==> src/pkg/arc_pkg.sv <==
//////////////////////////////////////////////////////////////////////////////////////////////////
// Purpose: Shared constants for the converter result and compare control block.
// Assumes: 32-bit APB, one aligned word per register, 50 MHz clock.
// Notes:   Register fields are 8 bits wide and sit in the low byte of each word.
//////////////////////////////////////////////////////////////////////////////////////////////////
package arc_pkg;

    // Register byte offsets.
    localparam logic [7:0] ARC_OFS_CTRL_ONE = 8'h00;
    localparam logic [7:0] ARC_OFS_CTRL_TWO = 8'h04;
    localparam logic [7:0] ARC_OFS_RES_HIGH = 8'h08;
    localparam logic [7:0] ARC_OFS_RES_LOW = 8'h0c;
    localparam logic [7:0] ARC_OFS_CMP_HIGH = 8'h10;
    localparam logic [7:0] ARC_OFS_CMP_LOW = 8'h14;
    localparam logic [7:0] ARC_OFS_CONFIG = 8'h18;

    // Field positions in control_status_one.
    localparam int ARC_BIT_COMPLETE = 7;
    localparam int ARC_CHAN_MSB = 4;

    // Field positions in control_status_two.
    localparam int ARC_BIT_ACTIVE = 7;
    localparam int ARC_BIT_TRIG_SEL = 6;
    localparam int ARC_BIT_CMP_EN = 5;
    localparam int ARC_BIT_CMP_GE = 4;

    // Field positions in the configuration register.
    localparam int ARC_MODE_MSB = 3;
    localparam int ARC_MODE_LSB = 2;

    // Resolution codes.
    localparam logic [1:0] ARC_MODE_8 = 2'h0;
    localparam logic [1:0] ARC_MODE_12 = 2'h1;
    localparam logic [1:0] ARC_MODE_10 = 2'h2;

    // Channel code that switches the converter off.
    localparam logic [4:0] ARC_CHAN_OFF = 5'h1f;

    // Reset values.
    localparam logic [7:0] ARC_RST_BYTE = 8'h00;
    localparam logic [4:0] ARC_RST_CHAN = 5'h1f;

    // Conversion timing.
    localparam int ARC_CLK_MHZ = 50;
    localparam int ARC_CONV_TIME_NS = 2000;
    localparam int ARC_CONV_CYCLES = (ARC_CONV_TIME_NS * ARC_CLK_MHZ) / 1000;

    // Converter sequencer states.
    typedef enum logic [1:0] {
        ARC_ST_IDLE = 2'b01,
        ARC_ST_CONV = 2'b10
    } arc_state_e;

endpackage
==> src/core/arc_conv.sv <==
//////////////////////////////////////////////////////////////////////////////////////////////////
// Purpose: Conversion sequencer that times one conversion and captures the raw sample.
// Assumes: The analog front end holds a settled 12-bit code on i_sample at the end.
// Notes:   An abort returns to idle at once unless a start comes in the same cycle; a start, even while busy, restarts the timer.
//////////////////////////////////////////////////////////////////////////////////////////////////
`timescale 1ns/1ps
module arc_conv
    import arc_pkg::*;
#(
    parameter int CONV_CYCLES = ARC_CONV_CYCLES
) (
    // Clock and reset.
    input wire logic i_clk,
    input wire logic i_rst_b,
    // Control.
    input wire logic i_start,
    input wire logic i_abort,
    // Analog front end.
    input wire logic [11:0] i_sample,
    // Status and data.
    output logic o_busy,
    output logic o_done,
    output logic [11:0] o_data
);

    arc_state_e state;
    logic [15:0] count;

    always_ff @(posedge i_clk or negedge i_rst_b) begin
        if (!i_rst_b) begin
            state <= ARC_ST_IDLE;
            count <= 16'h0000;
        end else if (i_start) begin
            state <= ARC_ST_CONV;
            count <= 16'(CONV_CYCLES - 1);
        end else if (i_abort) begin
            state <= ARC_ST_IDLE;
        end else begin
            unique case (state)
                ARC_ST_IDLE: begin
                    count <= 16'h0000;
                end
                ARC_ST_CONV: begin
                    if (count == 16'h0000) begin
                        state <= ARC_ST_IDLE;
                    end else begin
                        count <= count - 16'h0001;
                    end
                end
                default: begin
                    state <= ARC_ST_IDLE;
                end
            endcase
        end
    end

    always_ff @(posedge i_clk or negedge i_rst_b) begin
        if (!i_rst_b) begin
            o_done <= 1'b0;
            o_data <= 12'h000;
        end else begin
            o_done <= !i_start && !i_abort && state == ARC_ST_CONV && count == 16'h0000;
            if (!i_start && !i_abort && state == ARC_ST_CONV && count == 16'h0000) begin
                o_data <= i_sample;
            end
        end
    end

    assign o_busy = (state == ARC_ST_CONV);

endmodule // arc_conv

==> src/core/arc_top.sv <==
//////////////////////////////////////////////////////////////////////////////////////////////////
// Purpose: Trigger, active flag, automatic compare and result storage of a converter.
// Assumes: APB slave with no wait states; hardware trigger may be asynchronous to i_clk.
// Notes:   Result registers are read through APB; reads have side effects.
//////////////////////////////////////////////////////////////////////////////////////////////////
`timescale 1ns/1ps
module arc_top
    import arc_pkg::*;
#(
    parameter int CONV_CYCLES = ARC_CONV_CYCLES
) (
    // Clock and reset.
    input wire logic i_clk,
    input wire logic i_rst_b,
    // APB slave.
    input wire logic i_psel,
    input wire logic i_penable,
    input wire logic i_pwrite,
    input wire logic [7:0] i_paddr,
    input wire logic [31:0] i_pwdata,
    output logic [31:0] o_prdata,
    output logic o_pready,
    output logic o_pslverr,
    // Hardware trigger and analog front end.
    input wire logic i_hardware_trigger_input,
    input wire logic [11:0] i_sample,
    // Converter status towards the rest of the chip.
    output logic [4:0] o_channel_select_field,
    output logic o_conversion_active_flag,
    output logic o_conversion_complete_flag
);

    //////////////////////////////////////////////////////////////////////////////////////////////
    // Bus decode.

    logic access;
    logic wr;
    logic rd;
    logic mapped;
    logic wr_ctrl_one;
    logic wr_ctrl_two;
    logic wr_cmp_high;
    logic wr_cmp_low;
    logic wr_config;
    logic rd_res_high;
    logic rd_res_low;

    // Side effects happen only in the access phase; setup only loads read data.
    assign access = i_psel && i_penable;
    assign wr = access && i_pwrite;
    assign rd = access && !i_pwrite;

    always_comb begin
        unique case (i_paddr)
            ARC_OFS_CTRL_ONE, ARC_OFS_CTRL_TWO, ARC_OFS_RES_HIGH, ARC_OFS_RES_LOW,
            ARC_OFS_CMP_HIGH, ARC_OFS_CMP_LOW, ARC_OFS_CONFIG: begin
                mapped = 1'b1;
            end
            default: begin
                mapped = 1'b0;
            end
        endcase
    end

    assign wr_ctrl_one = wr && i_paddr == ARC_OFS_CTRL_ONE;
    assign wr_ctrl_two = wr && i_paddr == ARC_OFS_CTRL_TWO;
    assign wr_cmp_high = wr && i_paddr == ARC_OFS_CMP_HIGH;
    assign wr_cmp_low = wr && i_paddr == ARC_OFS_CMP_LOW;
    assign wr_config = wr && i_paddr == ARC_OFS_CONFIG;
    assign rd_res_high = rd && i_paddr == ARC_OFS_RES_HIGH;
    assign rd_res_low = rd && i_paddr == ARC_OFS_RES_LOW;

    assign o_pready = 1'b1;
    assign o_pslverr = access && !mapped;

    //////////////////////////////////////////////////////////////////////////////////////////////
    // Software-written control fields.

    logic [4:0] channel;
    logic trig_sel;
    logic cmp_en;
    logic cmp_ge;
    logic [1:0] mode;
    logic [7:0] cmp_high;
    logic [7:0] cmp_low;

    always_ff @(posedge i_clk or negedge i_rst_b) begin
        if (!i_rst_b) begin
            channel <= ARC_RST_CHAN;
        end else if (wr_ctrl_one) begin
            channel <= i_pwdata[ARC_CHAN_MSB:0];
        end
    end

    always_ff @(posedge i_clk or negedge i_rst_b) begin
        if (!i_rst_b) begin
            trig_sel <= 1'b0;
            cmp_en <= 1'b0;
            cmp_ge <= 1'b0;
        end else if (wr_ctrl_two) begin
            trig_sel <= i_pwdata[ARC_BIT_TRIG_SEL];
            cmp_en <= i_pwdata[ARC_BIT_CMP_EN];
            cmp_ge <= i_pwdata[ARC_BIT_CMP_GE];
        end
    end

    always_ff @(posedge i_clk or negedge i_rst_b) begin
        if (!i_rst_b) begin
            mode <= ARC_MODE_8;
        end else if (wr_config) begin
            mode <= i_pwdata[ARC_MODE_MSB:ARC_MODE_LSB];
        end
    end

    always_ff @(posedge i_clk or negedge i_rst_b) begin
        if (!i_rst_b) begin
            cmp_high <= ARC_RST_BYTE;
            cmp_low <= ARC_RST_BYTE;
        end else begin
            if (wr_cmp_high) begin
                cmp_high <= i_pwdata[7:0];
            end
            if (wr_cmp_low) begin
                cmp_low <= i_pwdata[7:0];
            end
        end
    end

    //////////////////////////////////////////////////////////////////////////////////////////////
    // Hardware trigger synchroniser and edge detector.

    logic trig_meta;
    logic trig_sync;
    logic trig_last;
    logic trig_event;

    always_ff @(posedge i_clk or negedge i_rst_b) begin
        if (!i_rst_b) begin
            trig_meta <= 1'b0;
            trig_sync <= 1'b0;
            trig_last <= 1'b0;
        end else begin
            trig_meta <= i_hardware_trigger_input;
            trig_sync <= trig_meta;
            trig_last <= trig_sync;
        end
    end

    assign trig_event = trig_sync && !trig_last;

    //////////////////////////////////////////////////////////////////////////////////////////////
    // Start and abort.

    logic chan_on;
    logic start;
    logic abort;
    logic busy;
    logic done;
    logic [11:0] raw;
    logic soft_start;
    logic hard_start;

    assign chan_on = (channel != ARC_CHAN_OFF);
    // A control write stops a running conversion; with the software trigger and a channel other than ARC_CHAN_OFF it restarts it.
    assign abort = wr_ctrl_one;
    // A trigger edge that meets a control write is dropped; the write decides.
    assign hard_start = trig_event && chan_on && !wr_ctrl_one;
    assign soft_start = wr_ctrl_one && i_pwdata[ARC_CHAN_MSB:0] != ARC_CHAN_OFF;
    always_comb begin
        if (trig_sel) begin
            start = hard_start;
        end else begin
            start = soft_start;
        end
    end

    arc_conv #(
        .CONV_CYCLES(CONV_CYCLES)
    ) u_conv (
        .i_clk(i_clk),
        .i_rst_b(i_rst_b),
        .i_start(start),
        .i_abort(abort),
        .i_sample(i_sample),
        .o_busy(busy),
        .o_done(done),
        .o_data(raw)
    );

    //////////////////////////////////////////////////////////////////////////////////////////////
    // Resolution masking and automatic compare.

    logic [11:0] result;
    logic [11:0] cmp_value;
    logic cmp_below;
    logic cmp_true;
    logic store_ok;

    always_comb begin
        unique case (mode)
            ARC_MODE_12: begin
                result = raw;
                cmp_value = {cmp_high[3:0], cmp_low};
            end
            ARC_MODE_10: begin
                result = {2'h0, raw[9:0]};
                cmp_value = {2'h0, cmp_high[1:0], cmp_low};
            end
            default: begin
                result = {4'h0, raw[7:0]};
                cmp_value = {4'h0, cmp_low};
            end
        endcase
    end

    assign cmp_below = (result < cmp_value);
    assign cmp_true = cmp_ge ? !cmp_below : cmp_below;
    assign store_ok = !cmp_en || cmp_true;

    //////////////////////////////////////////////////////////////////////////////////////////////
    // Read interlock and result registers.

    logic locked;
    logic lock_mode;
    logic take_result;
    logic [11:0] res_store;

    // Leaving the locking modes drops a pending lock, so 8-bit results land unless the compare rejects them.
    assign lock_mode = (mode == ARC_MODE_12) || (mode == ARC_MODE_10);
    assign take_result = done && store_ok && !locked;

    always_ff @(posedge i_clk or negedge i_rst_b) begin
        if (!i_rst_b) begin
            locked <= 1'b0;
        end else if (lock_mode) begin
            if (rd_res_low) begin
                locked <= 1'b0;
            end else if (rd_res_high) begin
                locked <= 1'b1;
            end
        end else begin
            locked <= 1'b0;
        end
    end

    always_ff @(posedge i_clk or negedge i_rst_b) begin
        if (!i_rst_b) begin
            res_store <= 12'h000;
        end else if (take_result) begin
            res_store <= result;
        end
    end

    //////////////////////////////////////////////////////////////////////////////////////////////
    // Status flags.

    logic complete;
    logic set_complete;

    assign set_complete = done && store_ok;

    // An end of conversion wins over a clear that falls in the same cycle.
    always_ff @(posedge i_clk or negedge i_rst_b) begin
        if (!i_rst_b) begin
            complete <= 1'b0;
        end else if (set_complete) begin
            complete <= 1'b1;
        end else if (wr_ctrl_one || rd_res_low) begin
            complete <= 1'b0;
        end
    end

    assign o_conversion_active_flag = busy;
    assign o_conversion_complete_flag = complete;
    assign o_channel_select_field = channel;

    //////////////////////////////////////////////////////////////////////////////////////////////
    // Read data, captured in the setup phase so it is stable through the access phase.

    logic [7:0] next_rdata;

    always_comb begin
        next_rdata = 8'h00;
        unique case (i_paddr)
            ARC_OFS_CTRL_ONE: begin
                next_rdata = {complete, 2'h0, channel};
            end
            ARC_OFS_CTRL_TWO: begin
                // Reserved bits 3 to 0 read back as zero whatever was written.
                next_rdata = {busy, trig_sel, cmp_en, cmp_ge, 4'h0};
            end
            ARC_OFS_RES_HIGH: begin
                next_rdata = {4'h0, res_store[11:8]};
            end
            ARC_OFS_RES_LOW: begin
                next_rdata = res_store[7:0];
            end
            ARC_OFS_CMP_HIGH: begin
                next_rdata = cmp_high;
            end
            ARC_OFS_CMP_LOW: begin
                next_rdata = cmp_low;
            end
            ARC_OFS_CONFIG: begin
                next_rdata = {4'h0, mode, 2'h0};
            end
            default: begin
                next_rdata = 8'h00;
            end
        endcase
    end

    always_ff @(posedge i_clk or negedge i_rst_b) begin
        if (!i_rst_b) begin
            o_prdata <= 32'h0000_0000;
        end else if (i_psel && !i_penable && !i_pwrite) begin
            o_prdata <= {24'h00_0000, next_rdata};
        end
    end

endmodule // arc_top

==> config.mk <==
export PLATFORM = sky130hd
export DESIGN_NAME = arc_top
export DESIGN_NICKNAME = d
export VERILOG_FILES = /design/src/pkg/arc_pkg.sv /design/src/core/arc_conv.sv /design/src/core/arc_top.sv
export SDC_FILE = /design/constraint.sdc
export NUM_CORES = 1
export LEC_CHECK = 0
export BUFFER_PORTS_ARGS = -buffer_cell sky130_fd_sc_hd__buf_2
export CAP_MARGIN = 15
export CORE_MARGIN = 2
export CORE_UTILIZATION = 45
export CTS_BUF_LIST = sky130_fd_sc_hd__clkbuf_8 sky130_fd_sc_hd__clkbuf_16
export CTS_CLUSTER_DIAMETER = 30
export DETAILED_ROUTE_END_ITERATION = 16
export PLACE_DENSITY_LB_ADDON = 0.2
export SYNTH_ARGS = -nofsm -noshare
export SYNTH_HDL_FRONTEND = slang
export SYNTH_SLANG_ARGS = --single-unit
==> constraint.sdc <==
create_clock -name i_clk -period 4.81 [get_ports i_clk]
set_input_delay 0.2405 -clock i_clk [delete_from_list [all_inputs] [get_ports i_clk]]
set_output_delay 0.2405 -clock i_clk [all_outputs]
set_load 0.1 [all_outputs]
==> metrics.txt, run 1 <==
# TYPE chip_impl_metric gauge
chip_impl_info{name="outcome",value="complete, no violations"} 1
chip_impl_info{name="commonest_cells_after_routing_fill_and_taps_aside",value="sky130_fd_sc_hd__dfrtp_1, sky130_fd_sc_hd__buf_2, sky130_fd_sc_hd__mux2_2"} 1
chip_impl_metric{name="post_layout_nonfiller_instances",unit=""} 581
chip_impl_metric{name="wire_per_inst",unit="microns"} 17.3
chip_impl_metric{name="peakVddDrop",unit="mV"} 0.242
chip_impl_metric{name="grt_overflow",unit=""} 0
chip_impl_metric{name="grt_pass1_wl",unit="microns"} 16400
chip_impl_metric{name="core.rowCount",unit=""} 35
chip_impl_metric{name="post_drt_via_cell_ratio",unit=""} 5.51
chip_impl_metric{name="cp_max_fo",unit=""} 8
chip_impl_info{name="cp-start-kind",value="register"} 1
chip_impl_info{name="ctsRootBufferMaster",value="sky130_fd_sc_hd__clkbuf_8"} 1
chip_impl_metric{name="cellLeakagePower",unit="uW"} 0.00230
chip_impl_info{name="synthTopCellsByArea",value="sky130_fd_sc_hd__dfrtp_1, sky130_fd_sc_hd__mux2_2, sky130_fd_sc_hd__buf_4"} 1
chip_impl_metric{name="critical_path.max_stage_delay",unit="ns"} 0.45
chip_impl_metric{name="gp_congestion",unit=""} 0.853
chip_impl_info{name="critical_path.reg2reg.endpoint",value="res_store[1]"} 1
chip_impl_metric{name="endpoint_required_time_on_the_critical_path",unit="ns"} 5.05
chip_impl_metric{name="placed_cells",unit=""} 564
chip_impl_metric{name="syn_area",unit="sq um"} 4350
chip_impl_metric{name="antenna_violations_before_repair",unit=""} 0
chip_impl_metric{name="finalMaxSlewViolations",unit=""} 0
chip_impl_metric{name="post_synth_inst_count",unit=""} 399
chip_impl_info{name="setup.worst_path.class",value="register to register"} 1
chip_impl_metric{name="worst-r2r-cell-count",unit=""} 12
chip_impl_metric{name="worst-r2r-setup-slack",unit="ns"} 1.31
chip_impl_metric{name="post_cts.repair.setup_buffers",unit=""} 0
chip_impl_metric{name="synth-edff-count",unit=""} 0
chip_impl_metric{name="ant_nets",unit=""} 0
chip_impl_metric{name="fmaxAchievable",unit="MHz"} 285
chip_impl_info{name="path_common_cell",value="sky130_fd_sc_hd__ha_1"} 1
chip_impl_metric{name="yosys.area.top_type_share",unit=""} 0.438
chip_impl_info{name="most_common_cell_after_layout_fill_and_taps_aside",value="sky130_fd_sc_hd__dfrtp_1"} 1
chip_impl_metric{name="power-per-cell-area",unit="nW/um^2"} 509
chip_impl_info{name="unrepaired_setup_endpoints_after_global_routing",value="no"} 1
chip_impl_metric{name="ys_async_sr_fraction",unit=""} 1.00
chip_impl_metric{name="setup_violations",unit=""} 0
chip_impl_info{name="chain_of_cells_forming_the_critical_path",value="inv_1 -> ha_1 -> nor2b_1 -> nand2_1 -> ha_1 -> nand4_1 -> nor4_1 -> o31ai_1 -> and4_1 -> nor4_2 -> buf_4 -> mux2_2"} 1
chip_impl_metric{name="design.final.nets",unit=""} 519
chip_impl_metric{name="seq_area_frac_synth",unit=""} 0.474
chip_impl_metric{name="die_width",unit="microns"} 102
chip_impl_metric{name="actual_slew_at_the_worst_max_slew_pin",unit="ns"} 1.04
chip_impl_metric{name="fill_cells",unit=""} 859
chip_impl_metric{name="relSlewSlack",unit=""} 0.300
chip_impl_metric{name="clkTransAtPathRegs",unit="ns"} 0.08
chip_impl_metric{name="numCtsBuffers",unit=""} 9
chip_impl_info{name="synth_top_flop_cell",value="sky130_fd_sc_hd__dfrtp_1"} 1
chip_impl_metric{name="area_growth",unit="%"} 12.4
chip_impl_metric{name="ctsLongestPathBuffers",unit=""} 2
chip_impl_metric{name="n_antenna_cell",unit=""} 0
chip_impl_metric{name="core-area",unit="sq um"} 9280
chip_impl_metric{name="io_buffer_count",unit=""} 49
chip_impl_metric{name="maxCapViolCount",unit=""} 0
chip_impl_metric{name="routed-via-count",unit=""} 3201
chip_impl_metric{name="worst-endpoint-arrival",unit="ns"} 3.74
chip_impl_metric{name="average_footprint_of_a_synthesized_cell",unit="sq um"} 10.9
chip_impl_metric{name="htree_levels",unit=""} 3
chip_impl_metric{name="synth.ff_latch_count",unit=""} 82
chip_impl_info{name="slowest_stage",value="sky130_fd_sc_hd__nor4_2"} 1
chip_impl_metric{name="hpwl",unit="microns"} 7490
chip_impl_metric{name="fp.dieArea",unit="sq um"} 10500
chip_impl_metric{name="clock_skew",unit="ns"} 0.00946
chip_impl_metric{name="grt_start_max_net_pins",unit=""} 83
chip_impl_metric{name="floorplan.initialDensity",unit=""} 0.468
chip_impl_metric{name="yosys_warnings",unit=""} 0
chip_impl_metric{name="period_needed",unit="ns"} 3.50
chip_impl_metric{name="first_global_vias",unit=""} 3138
chip_impl_metric{name="die-height",unit="microns"} 102
chip_impl_metric{name="finalHoldViolations",unit=""} 0
chip_impl_metric{name="number_of_distinct_library_cells_after_synthesis",unit=""} 57
chip_impl_metric{name="i_o_pin_cnt",unit=""} 99
chip_impl_metric{name="worst_skew_late_latency",unit="ns"} 0.36
chip_impl_info{name="reg2reg_launch_point",value="mode[0]"} 1
chip_impl_metric{name="fraction_of_layout_instances_using_a_drive_strength_above_1",unit=""} 0.279
chip_impl_metric{name="route.detailed.drc",unit=""} 0
chip_impl_metric{name="final.setup.tns",unit="ns"} 0
chip_impl_metric{name="total_grt_usage",unit=""} 0.208
chip_impl_metric{name="number_of_clock_sinks",unit=""} 82
chip_impl_info{name="tritoncts",value="yes"} 1
chip_impl_info{name="setup.worst_path.end_class",value="register"} 1
chip_impl_info{name="yosysTopAreaCell",value="sky130_fd_sc_hd__dfrtp_1"} 1
chip_impl_metric{name="post-route-period-util",unit=""} 0.728
chip_impl_metric{name="drt-initial-drc-count",unit=""} 155
chip_impl_metric{name="drt_wl_total",unit="microns"} 10100
chip_impl_info{name="timing.hold.worst.class",value="input port to asynchronous set/reset pin"} 1
chip_impl_metric{name="drt_pre_antenna_iters",unit=""} 4
==> how the worst max path moves through the flow <==
stage            start             to  slack (ns)  depth (start not counted)
4_1_cts        mode[0]   res_store[1]        1.28                         12
3_3_place_gp   mode[0]   res_store[1]        1.36                         12
6_report       mode[0]   res_store[1]        1.31                         12
2_1_floorplan  mode[0]  res_store[10]        1.78                         12
3_5_place_dp   mode[0]  res_store[11]        1.33                         12
5_1_grt        mode[0]   res_store[7]        1.03                         12
==> metrics by stage <==
| stage | util | total power, uW | hold WS, ns | area, sq um | setup WS [ns] |
|---|---|---|---|---|---|
| after floorplan | - | 1700 | -0.0551 | 4430 | 1.78 |
| after global placement | 0.498 | 1850 | 0.338 | 4620 | 1.36 |
| after detailed placement | 0.498 | 1890 | 0.337 | 4620 | 1.33 |
| after CTS | 0.526 | 2500 | 0.0828 | 4880 | 1.28 |
| after global routing | 0.526 | 2650 | 0.0759 | 4880 | 1.03 |
| final | 0.526 | 2490 | 0.0405 | 4880 | 1.31 |
==> cells by family after synthesis <==
logic type | after synthesis | synth area share
other | 2 | 0.00173
AO/OA/AOI/OAI | 78 | 0.123
multiplexers | 53 | 0.137
AND/OR/NAND/NOR | 112 | 0.146
XOR/XNOR | 4 | 0.00806
adder cells (fa/ha/maj) | 14 | 0.0403
buffers and inverters | 54 | 0.0703
flip-flops | 82 | 0.474
==> power by group <==
part | leakage [uW] | internal, uW | switching [uW] | total (uW)
logic | 0.00111 | 341 | 610 | 951
clock network | 0.000119 | 360 | 255 | 614
registers | 0.00107 | 820 | 102 | 922
total | 0.00230 | 1520 | 967 | 2490
==> cells in the mapped netlist (5+ instances only) <==
| cell type | count |
|---|---|
| sky130_fd_sc_hd__nor2_1 | 26 |
| sky130_fd_sc_hd__buf_4 | 26 |
| sky130_fd_sc_hd__a21oi_1 | 17 |
| sky130_fd_sc_hd__o21ai_0 | 11 |
| sky130_fd_sc_hd__mux2_1 | 12 |
| sky130_fd_sc_hd__a22oi_1 | 7 |
| sky130_fd_sc_hd__dfrtp_1 | 76 |
| sky130_fd_sc_hd__o21ai_1 | 8 |
| sky130_fd_sc_hd__dfstp_2 | 6 |
| sky130_fd_sc_hd__nor4_1 | 5 |
| sky130_fd_sc_hd__nor3_1 | 5 |
| sky130_fd_sc_hd__a31oi_1 | 8 |
| sky130_fd_sc_hd__nand2_1 | 23 |
| sky130_fd_sc_hd__and3_1 | 7 |
| sky130_fd_sc_hd__nand2b_1 | 5 |
| sky130_fd_sc_hd__clkbuf_1 | 8 |
| sky130_fd_sc_hd__inv_1 | 15 |
| sky130_fd_sc_hd__ha_1 | 14 |
| sky130_fd_sc_hd__mux2_2 | 39 |
==> per-layer routing <==
| metal | vias up | share of wire | GRT usage |
|---|---|---|---|
| met1 | 1591 | 0.44 | 0.282 |
| met4 | 0 | 0.016 | 0.0687 |
| li1 | 1504 | - | - |
| met2 | 88 | 0.49 | 0.327 |
| met3 | 18 | 0.052 | 0.0534 |
| met5 | - | 0 | 0 |
==> sequential cells by signal, summed over array words and instances (netlist names), 5 cells and up <==
signal,cells
u_conv.count,16
o_channel_select_field,5
res_store,12
cmp_low,8
o_prdata,8
cmp_high,8
u_conv.o_data,12
==> final cells by class <==
type | instances | area [sq um] | share of cell area
clock buffers | 10 | 138 | 0.0282
clock inverters | 6 | 114 | 0.0233
repair buffers | 52 | 273 | 0.0559
flip-flops and latches | 82 | 2060 | 0.422
well taps | 129 | 161 | 0.0331
multi-input cells | 286 | 2080 | 0.426
inverters | 16 | 60.1 | 0.0123
==> timing repair <==
item                                   CTS  global route
gates resized for setup                  0             0
endpoints found under the hold margin    1             0
hold buffers                             1             0
==> worst max-delay path: cells and delay by family, from the launching register on <==
family / cells / cell delay, ns
flip-flops: 1 / 0.43
adder cells (fa/ha/maj): 2 / 0.63
multiplexers: 1 / 0.34
AO/OA/AOI/OAI: 1 / 0.14
AND/OR/NAND/NOR: 6 / 1.47
buffers and inverters: 2 / 0.36
(Power assumes the default switching activity.)
==> run 2, diff against run 1 <==
clock period = 2.9 ns   (was 4.81 ns; I/O delays follow)
==> run 2 against run 1 <==
- non-clock buffer count grew 18
- utilization grew 2.8 points
- critical endpoint is now res_store[2]
- power grew 63%
- routed wire length grew 1.8%
- count of clock-buffer cells in the layout shrank 1
- highest routed layer unchanged
==> metrics.txt, run 2 (same netlist as run 1, synthesis figures left out) <==
# TYPE chip_impl_metric gauge
chip_impl_info{name="outcome",value="complete, no violations"} 1
chip_impl_metric{name="worst-r2r-setup-slack",unit="ns"} 0.04
chip_impl_info{name="path_common_cell",value="sky130_fd_sc_hd__ha_4"} 1
chip_impl_info{name="setup.worst_path.class",value="register to register"} 1
chip_impl_metric{name="endpoint_required_time_on_the_critical_path",unit="ns"} 3.14
chip_impl_metric{name="worst-endpoint-arrival",unit="ns"} 3.10
chip_impl_metric{name="drt-initial-drc-count",unit=""} 146
chip_impl_metric{name="wl_met2",unit="microns"} 4840
chip_impl_metric{name="i_o_pin_cnt",unit=""} 99
chip_impl_metric{name="post-route-period-util",unit=""} 0.987
chip_impl_metric{name="core.rowCount",unit=""} 35
chip_impl_metric{name="clkTransAtPathRegs",unit="ns"} 0.09
chip_impl_metric{name="net_load_switching_power",unit="uW"} 1600
chip_impl_metric{name="peakVddDrop",unit="mV"} 0.362
chip_impl_metric{name="wire_per_inst",unit="microns"} 17.1
chip_impl_metric{name="post_drt_via_cell_ratio",unit=""} 5.37
chip_impl_metric{name="fmaxAchievable",unit="MHz"} 349
chip_impl_metric{name="fraction_of_layout_instances_using_a_drive_strength_above_1",unit=""} 0.336
chip_impl_metric{name="cellLeakagePower",unit="uW"} 0.00242
chip_impl_metric{name="final.setup.tns",unit="ns"} 0
chip_impl_metric{name="clock_skew",unit="ns"} 0.00916
chip_impl_info{name="chain_of_cells_forming_the_critical_path",value="inv_2 -> ha_4 -> nor2b_4 -> nand2_2 -> ha_4 -> nand4_1 -> nor4_1 -> o31ai_1 -> and4_1 -> nor4_2 -> buf_4 -> mux2_2"} 1
chip_impl_metric{name="intPower",unit="uW"} 2450
chip_impl_metric{name="route.detailed.drc",unit=""} 0
chip_impl_metric{name="setup_violations",unit=""} 0
chip_impl_metric{name="period_needed",unit="ns"} 2.86
chip_impl_metric{name="io_buffer_count",unit=""} 49
chip_impl_metric{name="grt_pass1_wl",unit="microns"} 16400
chip_impl_metric{name="routed-via-count",unit=""} 3214
chip_impl_metric{name="die_width",unit="microns"} 102
chip_impl_metric{name="share_comb_of_total_power",unit=""} 0.400
chip_impl_metric{name="drt_wl_total",unit="microns"} 10200
chip_impl_metric{name="power-per-cell-area",unit="nW/um^2"} 787
chip_impl_metric{name="numCtsBuffers",unit=""} 9
chip_impl_info{name="max_flop_register",value="u_conv.count"} 1
chip_impl_metric{name="p_sw_frac",unit=""} 0.395
chip_impl_metric{name="wl_met1",unit="microns"} 4860
chip_impl_metric{name="hpwl",unit="microns"} 7350
chip_impl_metric{name="path_buf_inv",unit=""} 2
chip_impl_metric{name="critical_path.max_stage_delay",unit="ns"} 0.45
chip_impl_info{name="reg.largest.list",value="u_conv.count (16), res_store (12), u_conv.o_data (12)"} 1
chip_impl_info{name="critical-path-top-delay-family",value="simple AND/OR/NAND/NOR gates"} 1
chip_impl_metric{name="n_antenna_cell",unit=""} 0
chip_impl_metric{name="gp_congestion",unit=""} 0.862
chip_impl_metric{name="design.final.nets",unit=""} 537
chip_impl_info{name="slowest_stage",value="sky130_fd_sc_hd__dfrtp_2"} 1
chip_impl_metric{name="htree_levels",unit=""} 3
chip_impl_metric{name="ctsLongestPathBuffers",unit=""} 2
chip_impl_info{name="cp-start-kind",value="register"} 1
chip_impl_info{name="unrepaired_setup_endpoints_after_global_routing",value="yes"} 1
chip_impl_metric{name="cp_max_fo",unit=""} 7
chip_impl_metric{name="ant_nets",unit=""} 0
chip_impl_metric{name="worst-r2r-cell-count",unit=""} 12
chip_impl_metric{name="drt_pre_antenna_iters",unit=""} 4
chip_impl_info{name="setup.worst_path.end_class",value="register"} 1
chip_impl_metric{name="number_of_clock_sinks",unit=""} 82
chip_impl_info{name="critical_path.reg2reg.endpoint",value="res_store[2]"} 1
chip_impl_info{name="top_layer",value="met4"} 1
chip_impl_info{name="timing.hold.worst_endpoint",value="u_conv.o_data[10]"} 1
chip_impl_metric{name="power.share.sequential",unit=""} 0.378
chip_impl_metric{name="actual_slew_at_the_worst_max_slew_pin",unit="ns"} 1.06
chip_impl_metric{name="largest_register_ffs",unit=""} 16
chip_impl_metric{name="fp.dieArea",unit="sq um"} 10500
chip_impl_metric{name="maxCapViolCount",unit=""} 0
chip_impl_metric{name="worst_skew_late_latency",unit="ns"} 0.35
chip_impl_metric{name="finalMaxSlewViolations",unit=""} 0
chip_impl_metric{name="met3_wirelength",unit="microns"} 316
chip_impl_metric{name="grt_start_max_net_pins",unit=""} 83
chip_impl_info{name="ctsRootBufferMaster",value="sky130_fd_sc_hd__clkbuf_8"} 1
chip_impl_metric{name="power.clock.fraction",unit=""} 0.222
chip_impl_metric{name="grt_overflow",unit=""} 0
chip_impl_info{name="hold_path_startpoint",value="i_sample[10]"} 1
chip_impl_metric{name="whs_path_depth",unit=""} 2
chip_impl_metric{name="area_growth",unit="%"} 18.4
chip_impl_metric{name="total_grt_usage",unit=""} 0.206
chip_impl_metric{name="relSlewSlack",unit=""} 0.288
chip_impl_info{name="commonest_cells_after_routing_fill_and_taps_aside",value="sky130_fd_sc_hd__dfrtp_1, sky130_fd_sc_hd__buf_2, sky130_fd_sc_hd__mux2_2"} 1
chip_impl_info{name="tritoncts",value="yes"} 1
chip_impl_metric{name="antenna_violations_before_repair",unit=""} 0
chip_impl_info{name="timing.hold.worst.class",value="input port to register"} 1
chip_impl_metric{name="first_global_vias",unit=""} 3185
chip_impl_metric{name="floorplan.initialDensity",unit=""} 0.468
chip_impl_metric{name="die-height",unit="microns"} 102
chip_impl_metric{name="worst_hold_slack",unit="ns"} 0.00546
chip_impl_info{name="most_common_cell_after_layout_fill_and_taps_aside",value="sky130_fd_sc_hd__dfrtp_1"} 1
chip_impl_metric{name="core-area",unit="sq um"} 9280
chip_impl_info{name="reg2reg_launch_point",value="mode[0]"} 1
chip_impl_metric{name="finalHoldViolations",unit=""} 0
-- run 2: cell types whose count changed in the layout (fill, tap and decap cells not counted), moves of 3 or more --
cell and change:
sky130_fd_sc_hd__mux2_4 +7, sky130_fd_sc_hd__a21oi_2 +3, sky130_fd_sc_hd__a21oi_1 -3, sky130_fd_sc_hd__ha_1 -4, sky130_fd_sc_hd__buf_4 +11, sky130_fd_sc_hd__and2_4 +4
sky130_fd_sc_hd__dlygate4sd3_1 +5, sky130_fd_sc_hd__ha_4 +4, sky130_fd_sc_hd__and2_1 -4, sky130_fd_sc_hd__mux2_2 -7
-- run 2: worst register-to-register path, stage by stage, from the launching register on --
cell and delay (ns):
sky130_fd_sc_hd__dfrtp_2 0.45, sky130_fd_sc_hd__inv_2 0.08, sky130_fd_sc_hd__ha_4 0.22, sky130_fd_sc_hd__nor2b_4 0.17, sky130_fd_sc_hd__nand2_2 0.09, sky130_fd_sc_hd__ha_4 0.27
sky130_fd_sc_hd__nand4_1 0.14, sky130_fd_sc_hd__nor4_1 0.21, sky130_fd_sc_hd__o31ai_1 0.14, sky130_fd_sc_hd__and4_1 0.22, sky130_fd_sc_hd__nor4_2 0.19, sky130_fd_sc_hd__buf_4 0.23
sky130_fd_sc_hd__mux2_2 0.34
-- run 2: power by group through the flow --
stage	sequential (uW)	combinational, uW	clock, uW
global placement	1540	1550	0
detailed placement	1550	1570	0
finish	1530	1620	900
CTS	1530	1600	914
global route	1560	1780	959
floorplan	1640	1180	0
-- run 2: final cells by class --
class | count | area, sq um
Clock buffer | 9 | 124
Clock inverter | 7 | 86.3
Fill cell | 812 | 4140
Inverter | 16 | 60.1
Multi-Input combinational cell | 286 | 2210
Sequential cell | 82 | 2060
Tap cell | 129 | 161
Timing Repair Buffer | 70 | 444
-- run 2: repair_timing --
action                                  in CTS  in global routing
buffers inserted                             1                  1
hold buffers                                 5                  1
endpoints found under the setup margin      12                 12
pin swaps                                    4                  3
hold endpoints to repair                     5                 18
resized for setup                            7                 27
-- run 2: stage by stage --
| stage | utilization | cells | cell area, sq um | total power [uW] | setup WS (ns) |
|---|---|---|---|---|---|
| 4_1_cts | 0.538 | 596 | 4990 | 4040 | 0.00700 |
| 6_report | 0.554 | 599 | 5140 | 4050 | 0.0376 |
| 5_1_grt | 0.554 | 599 | 5140 | 4300 | -0.0649 |
| 3_5_place_dp | 0.506 | 574 | 4700 | 3120 | -0.134 |
| 2_1_floorplan | - | 422 | 4440 | 2820 | 0.0273 |
| 3_3_place_gp | 0.506 | 574 | 4700 | 3090 | -0.0460 |
-- run 2: how the worst max path moves through the flow --
stage	startpoint	end	depth (start not counted)
2_1_floorplan	mode[0]	res_store[10]	12
3_3_place_gp	mode[0]	res_store[1]	12
3_5_place_dp	mode[0]	res_store[11]	13
4_1_cts	mode[1]	res_store[6]	13
5_1_grt	mode[0]	res_store[2]	13
6_report	mode[0]	res_store[2]	12
-- run 2: layer usage --
layer	vias up	track usage
li1	1538	-
met1	1587	0.285
met2	71	0.330
met3	18	0.0274
met4	0	0.0779
met5	-	0
==> run 3, diff against run 2 <==
RECOVER_POWER = 100   (was not set)
==> run 3 against run 2 <==
- non-clock buffer count stayed put
- fmax hardly changed
- cell count unchanged
- sequential power hardly changed
- setup slack better by 0.0022 ns
- critical path depth unchanged
- routed wire length is 0.48% lower
- first-iteration DRC count is 4.8% lower
- die area is the same
- combinational power about the same
==> metrics.txt, run 3 (same netlist as run 1, synthesis figures left out) <==
# TYPE chip_impl_metric gauge
chip_impl_info{name="max_flop_register",value="u_conv.count"} 1
chip_impl_metric{name="report.power.total",unit="uW"} 4030
chip_impl_metric{name="ant_nets",unit=""} 0
chip_impl_metric{name="die-height",unit="microns"} 102
chip_impl_metric{name="route.detailed.drc",unit=""} 0
chip_impl_metric{name="cp_max_fo",unit=""} 7
chip_impl_metric{name="area_growth",unit="%"} 17.1
chip_impl_metric{name="endpoint_required_time_on_the_critical_path",unit="ns"} 3.14
chip_impl_metric{name="hpwl",unit="microns"} 7350
chip_impl_metric{name="clkTransAtPathRegs",unit="ns"} 0.09
chip_impl_info{name="ctsRootBufferMaster",value="sky130_fd_sc_hd__clkbuf_8"} 1
chip_impl_info{name="timing.hold.worst.class",value="input port to register"} 1
chip_impl_metric{name="grt_overflow",unit=""} 0
chip_impl_metric{name="design.final.nets",unit=""} 537
chip_impl_metric{name="fp.dieArea",unit="sq um"} 10500
chip_impl_metric{name="power-per-cell-area",unit="nW/um^2"} 793
chip_impl_metric{name="post_drt_via_cell_ratio",unit=""} 5.33
chip_impl_metric{name="floorplan.initialDensity",unit=""} 0.468
chip_impl_metric{name="setup_violations",unit=""} 0
chip_impl_metric{name="drt-initial-drc-count",unit=""} 139
chip_impl_metric{name="antenna_violations_before_repair",unit=""} 0
chip_impl_metric{name="io_buffer_count",unit=""} 49
chip_impl_metric{name="n_antenna_cell",unit=""} 0
chip_impl_info{name="unrepaired_setup_endpoints_after_global_routing",value="yes"} 1
chip_impl_metric{name="relSlewSlack",unit=""} 0.223
chip_impl_metric{name="worst-r2r-cell-count",unit=""} 12
chip_impl_info{name="tritoncts",value="yes"} 1
chip_impl_metric{name="first_global_vias",unit=""} 3185
chip_impl_info{name="most_common_cell_after_layout_fill_and_taps_aside",value="sky130_fd_sc_hd__dfrtp_1"} 1
chip_impl_metric{name="worst-endpoint-arrival",unit="ns"} 3.10
chip_impl_info{name="critPathLaunch",value="mode[0]"} 1
chip_impl_metric{name="post-route-period-util",unit=""} 0.986
chip_impl_metric{name="fraction_of_layout_instances_using_a_drive_strength_above_1",unit=""} 0.294
chip_impl_metric{name="worst_hold_slack",unit="ns"} 0.00395
chip_impl_metric{name="total_grt_usage",unit=""} 0.206
chip_impl_info{name="cp-start-kind",value="register"} 1
chip_impl_metric{name="grt_start_max_net_pins",unit=""} 83
chip_impl_metric{name="number_of_clock_sinks",unit=""} 82
chip_impl_metric{name="post_layout_nonfiller_instances",unit=""} 599
chip_impl_metric{name="actual_slew_at_the_worst_max_slew_pin",unit="ns"} 1.17
chip_impl_metric{name="worst_skew_late_latency",unit="ns"} 0.35
chip_impl_metric{name="whs_path_depth",unit=""} 2
chip_impl_info{name="commonest_cells_after_routing_fill_and_taps_aside",value="sky130_fd_sc_hd__dfrtp_1, sky130_fd_sc_hd__mux2_2, sky130_fd_sc_hd__buf_2"} 1
chip_impl_info{name="hold_path_startpoint",value="i_sample[10]"} 1
chip_impl_metric{name="finalHoldViolations",unit=""} 0
chip_impl_metric{name="drt_pre_antenna_iters",unit=""} 4
chip_impl_metric{name="grt_pass1_wl",unit="microns"} 16400
chip_impl_metric{name="ctsLongestPathBuffers",unit=""} 2
chip_impl_metric{name="period_needed",unit="ns"} 2.86
chip_impl_info{name="setup.worst_path.end_class",value="register"} 1
chip_impl_metric{name="die_width",unit="microns"} 102
chip_impl_info{name="timing.hold.worst_endpoint",value="u_conv.o_data[10]"} 1
chip_impl_metric{name="finalMaxSlewViolations",unit=""} 0
chip_impl_metric{name="wire_per_inst",unit="microns"} 17.0
chip_impl_metric{name="drt_wl_total",unit="microns"} 10200
chip_impl_metric{name="core-area",unit="sq um"} 9280
chip_impl_metric{name="gp_congestion",unit=""} 0.862
chip_impl_metric{name="i_o_pin_cnt",unit=""} 99
chip_impl_metric{name="largest_register_ffs",unit=""} 16
chip_impl_metric{name="core.rowCount",unit=""} 35
chip_impl_info{name="critical_path.reg2reg.endpoint",value="res_store[2]"} 1
chip_impl_metric{name="fill_cells",unit=""} 821
chip_impl_metric{name="maxCapViolCount",unit=""} 0
chip_impl_metric{name="cellLeakagePower",unit="uW"} 0.00235
chip_impl_metric{name="numCtsBuffers",unit=""} 9
chip_impl_info{name="outcome",value="complete, no violations"} 1
chip_impl_info{name="setup.worst_path.class",value="register to register"} 1
chip_impl_info{name="reg2reg_launch_point",value="mode[0]"} 1
chip_impl_metric{name="worst-r2r-setup-slack",unit="ns"} 0.04
chip_impl_metric{name="placed_cells",unit=""} 574
chip_impl_metric{name="clock_skew",unit="ns"} 0.00937
chip_impl_info{name="reg.largest.list",value="u_conv.count (16), res_store (12), u_conv.o_data (12)"} 1
chip_impl_metric{name="htree_levels",unit=""} 3
chip_impl_metric{name="peakVddDrop",unit="mV"} 0.360
chip_impl_metric{name="fmaxAchievable",unit="MHz"} 350
chip_impl_metric{name="routed-via-count",unit=""} 3193
==> run 3: cell count changes in the layout (fill, tap and decap cells not counted), sizes merged <==
cell and delta:
buf -20, clkbuf +20
==> run 3: routing by layer <==
layer / vias up / global-route usage / part of all wire
met2: 78 / 0.330 / 0.48
met1: 1563 / 0.285 / 0.46
met3: 17 / 0.0274 / 0.036
li1: 1535 / - / -
met5: - / 0 / 0
met4: 0 / 0.0779 / 0.021
==> run 3: worst max-delay path, cell delays in order (launching register included) <==
cell                      delay [ns]
sky130_fd_sc_hd__dfrtp_2        0.45
sky130_fd_sc_hd__inv_2          0.08
sky130_fd_sc_hd__ha_4           0.22
sky130_fd_sc_hd__nor2b_4        0.17
sky130_fd_sc_hd__nand2_2        0.09
sky130_fd_sc_hd__ha_4           0.27
sky130_fd_sc_hd__nand4_1        0.14
sky130_fd_sc_hd__nor4_1         0.21
sky130_fd_sc_hd__o31ai_1        0.14
sky130_fd_sc_hd__and4_1         0.22
sky130_fd_sc_hd__nor4_2         0.19
sky130_fd_sc_hd__buf_4          0.23
sky130_fd_sc_hd__mux2_2         0.34
==> run 3: area by class of cell <==
class	instances	area (sq um)	share of cell area
multi-input combinational	286	2200	0.432
sequential	82	2060	0.405
timing repair buffer	70	395	0.0777
tap	129	161	0.0317
clock buffer	9	124	0.0243
clock inverter	7	86.3	0.0170
inverter	16	60.1	0.0118
==> run 3: through the flow <==
step	utilization	TNS, ns	area [sq um]	setup WS (ns)
6_report	0.548	0	5090	0.0398
4_1_cts	0.538	0	4990	0.00700
2_1_floorplan	-	0	4440	0.0273
5_1_grt	0.548	-0.493	5090	-0.0649
3_5_place_dp	0.506	-1.57	4700	-0.134
3_3_place_gp	0.506	-0.520	4700	-0.0460
==> run 3: what timing repair did <==
action / in CTS / in global routing
hold buffers: 5 / 1
setup endpoints to repair: 12 / 12
hold endpoints to repair: 5 / 18
gates cloned: 0 / 0
resized for setup: 7 / 27
setup buffers: 1 / 1
pin swaps: 4 / 3
==> run 3: worst max-delay path by stage <==
stage	slack, ns	endpoint	depth (start not counted)
final	0.04	res_store[2]	12
after global routing	-0.06	res_store[2]	13
after CTS	0.007	res_store[6]	13
after detailed placement	-0.13	res_store[11]	13
after global placement	-0.05	res_store[1]	12
after floorplan	0.03	res_store[10]	12
==> run 3: where the power goes <==
| group | total, uW | switching (uW) | internal (uW) |
|---|---|---|---|
| registers | 1530 | 171 | 1360 |
| logic | 1600 | 1000 | 600 |
| clock network | 899 | 421 | 478 |
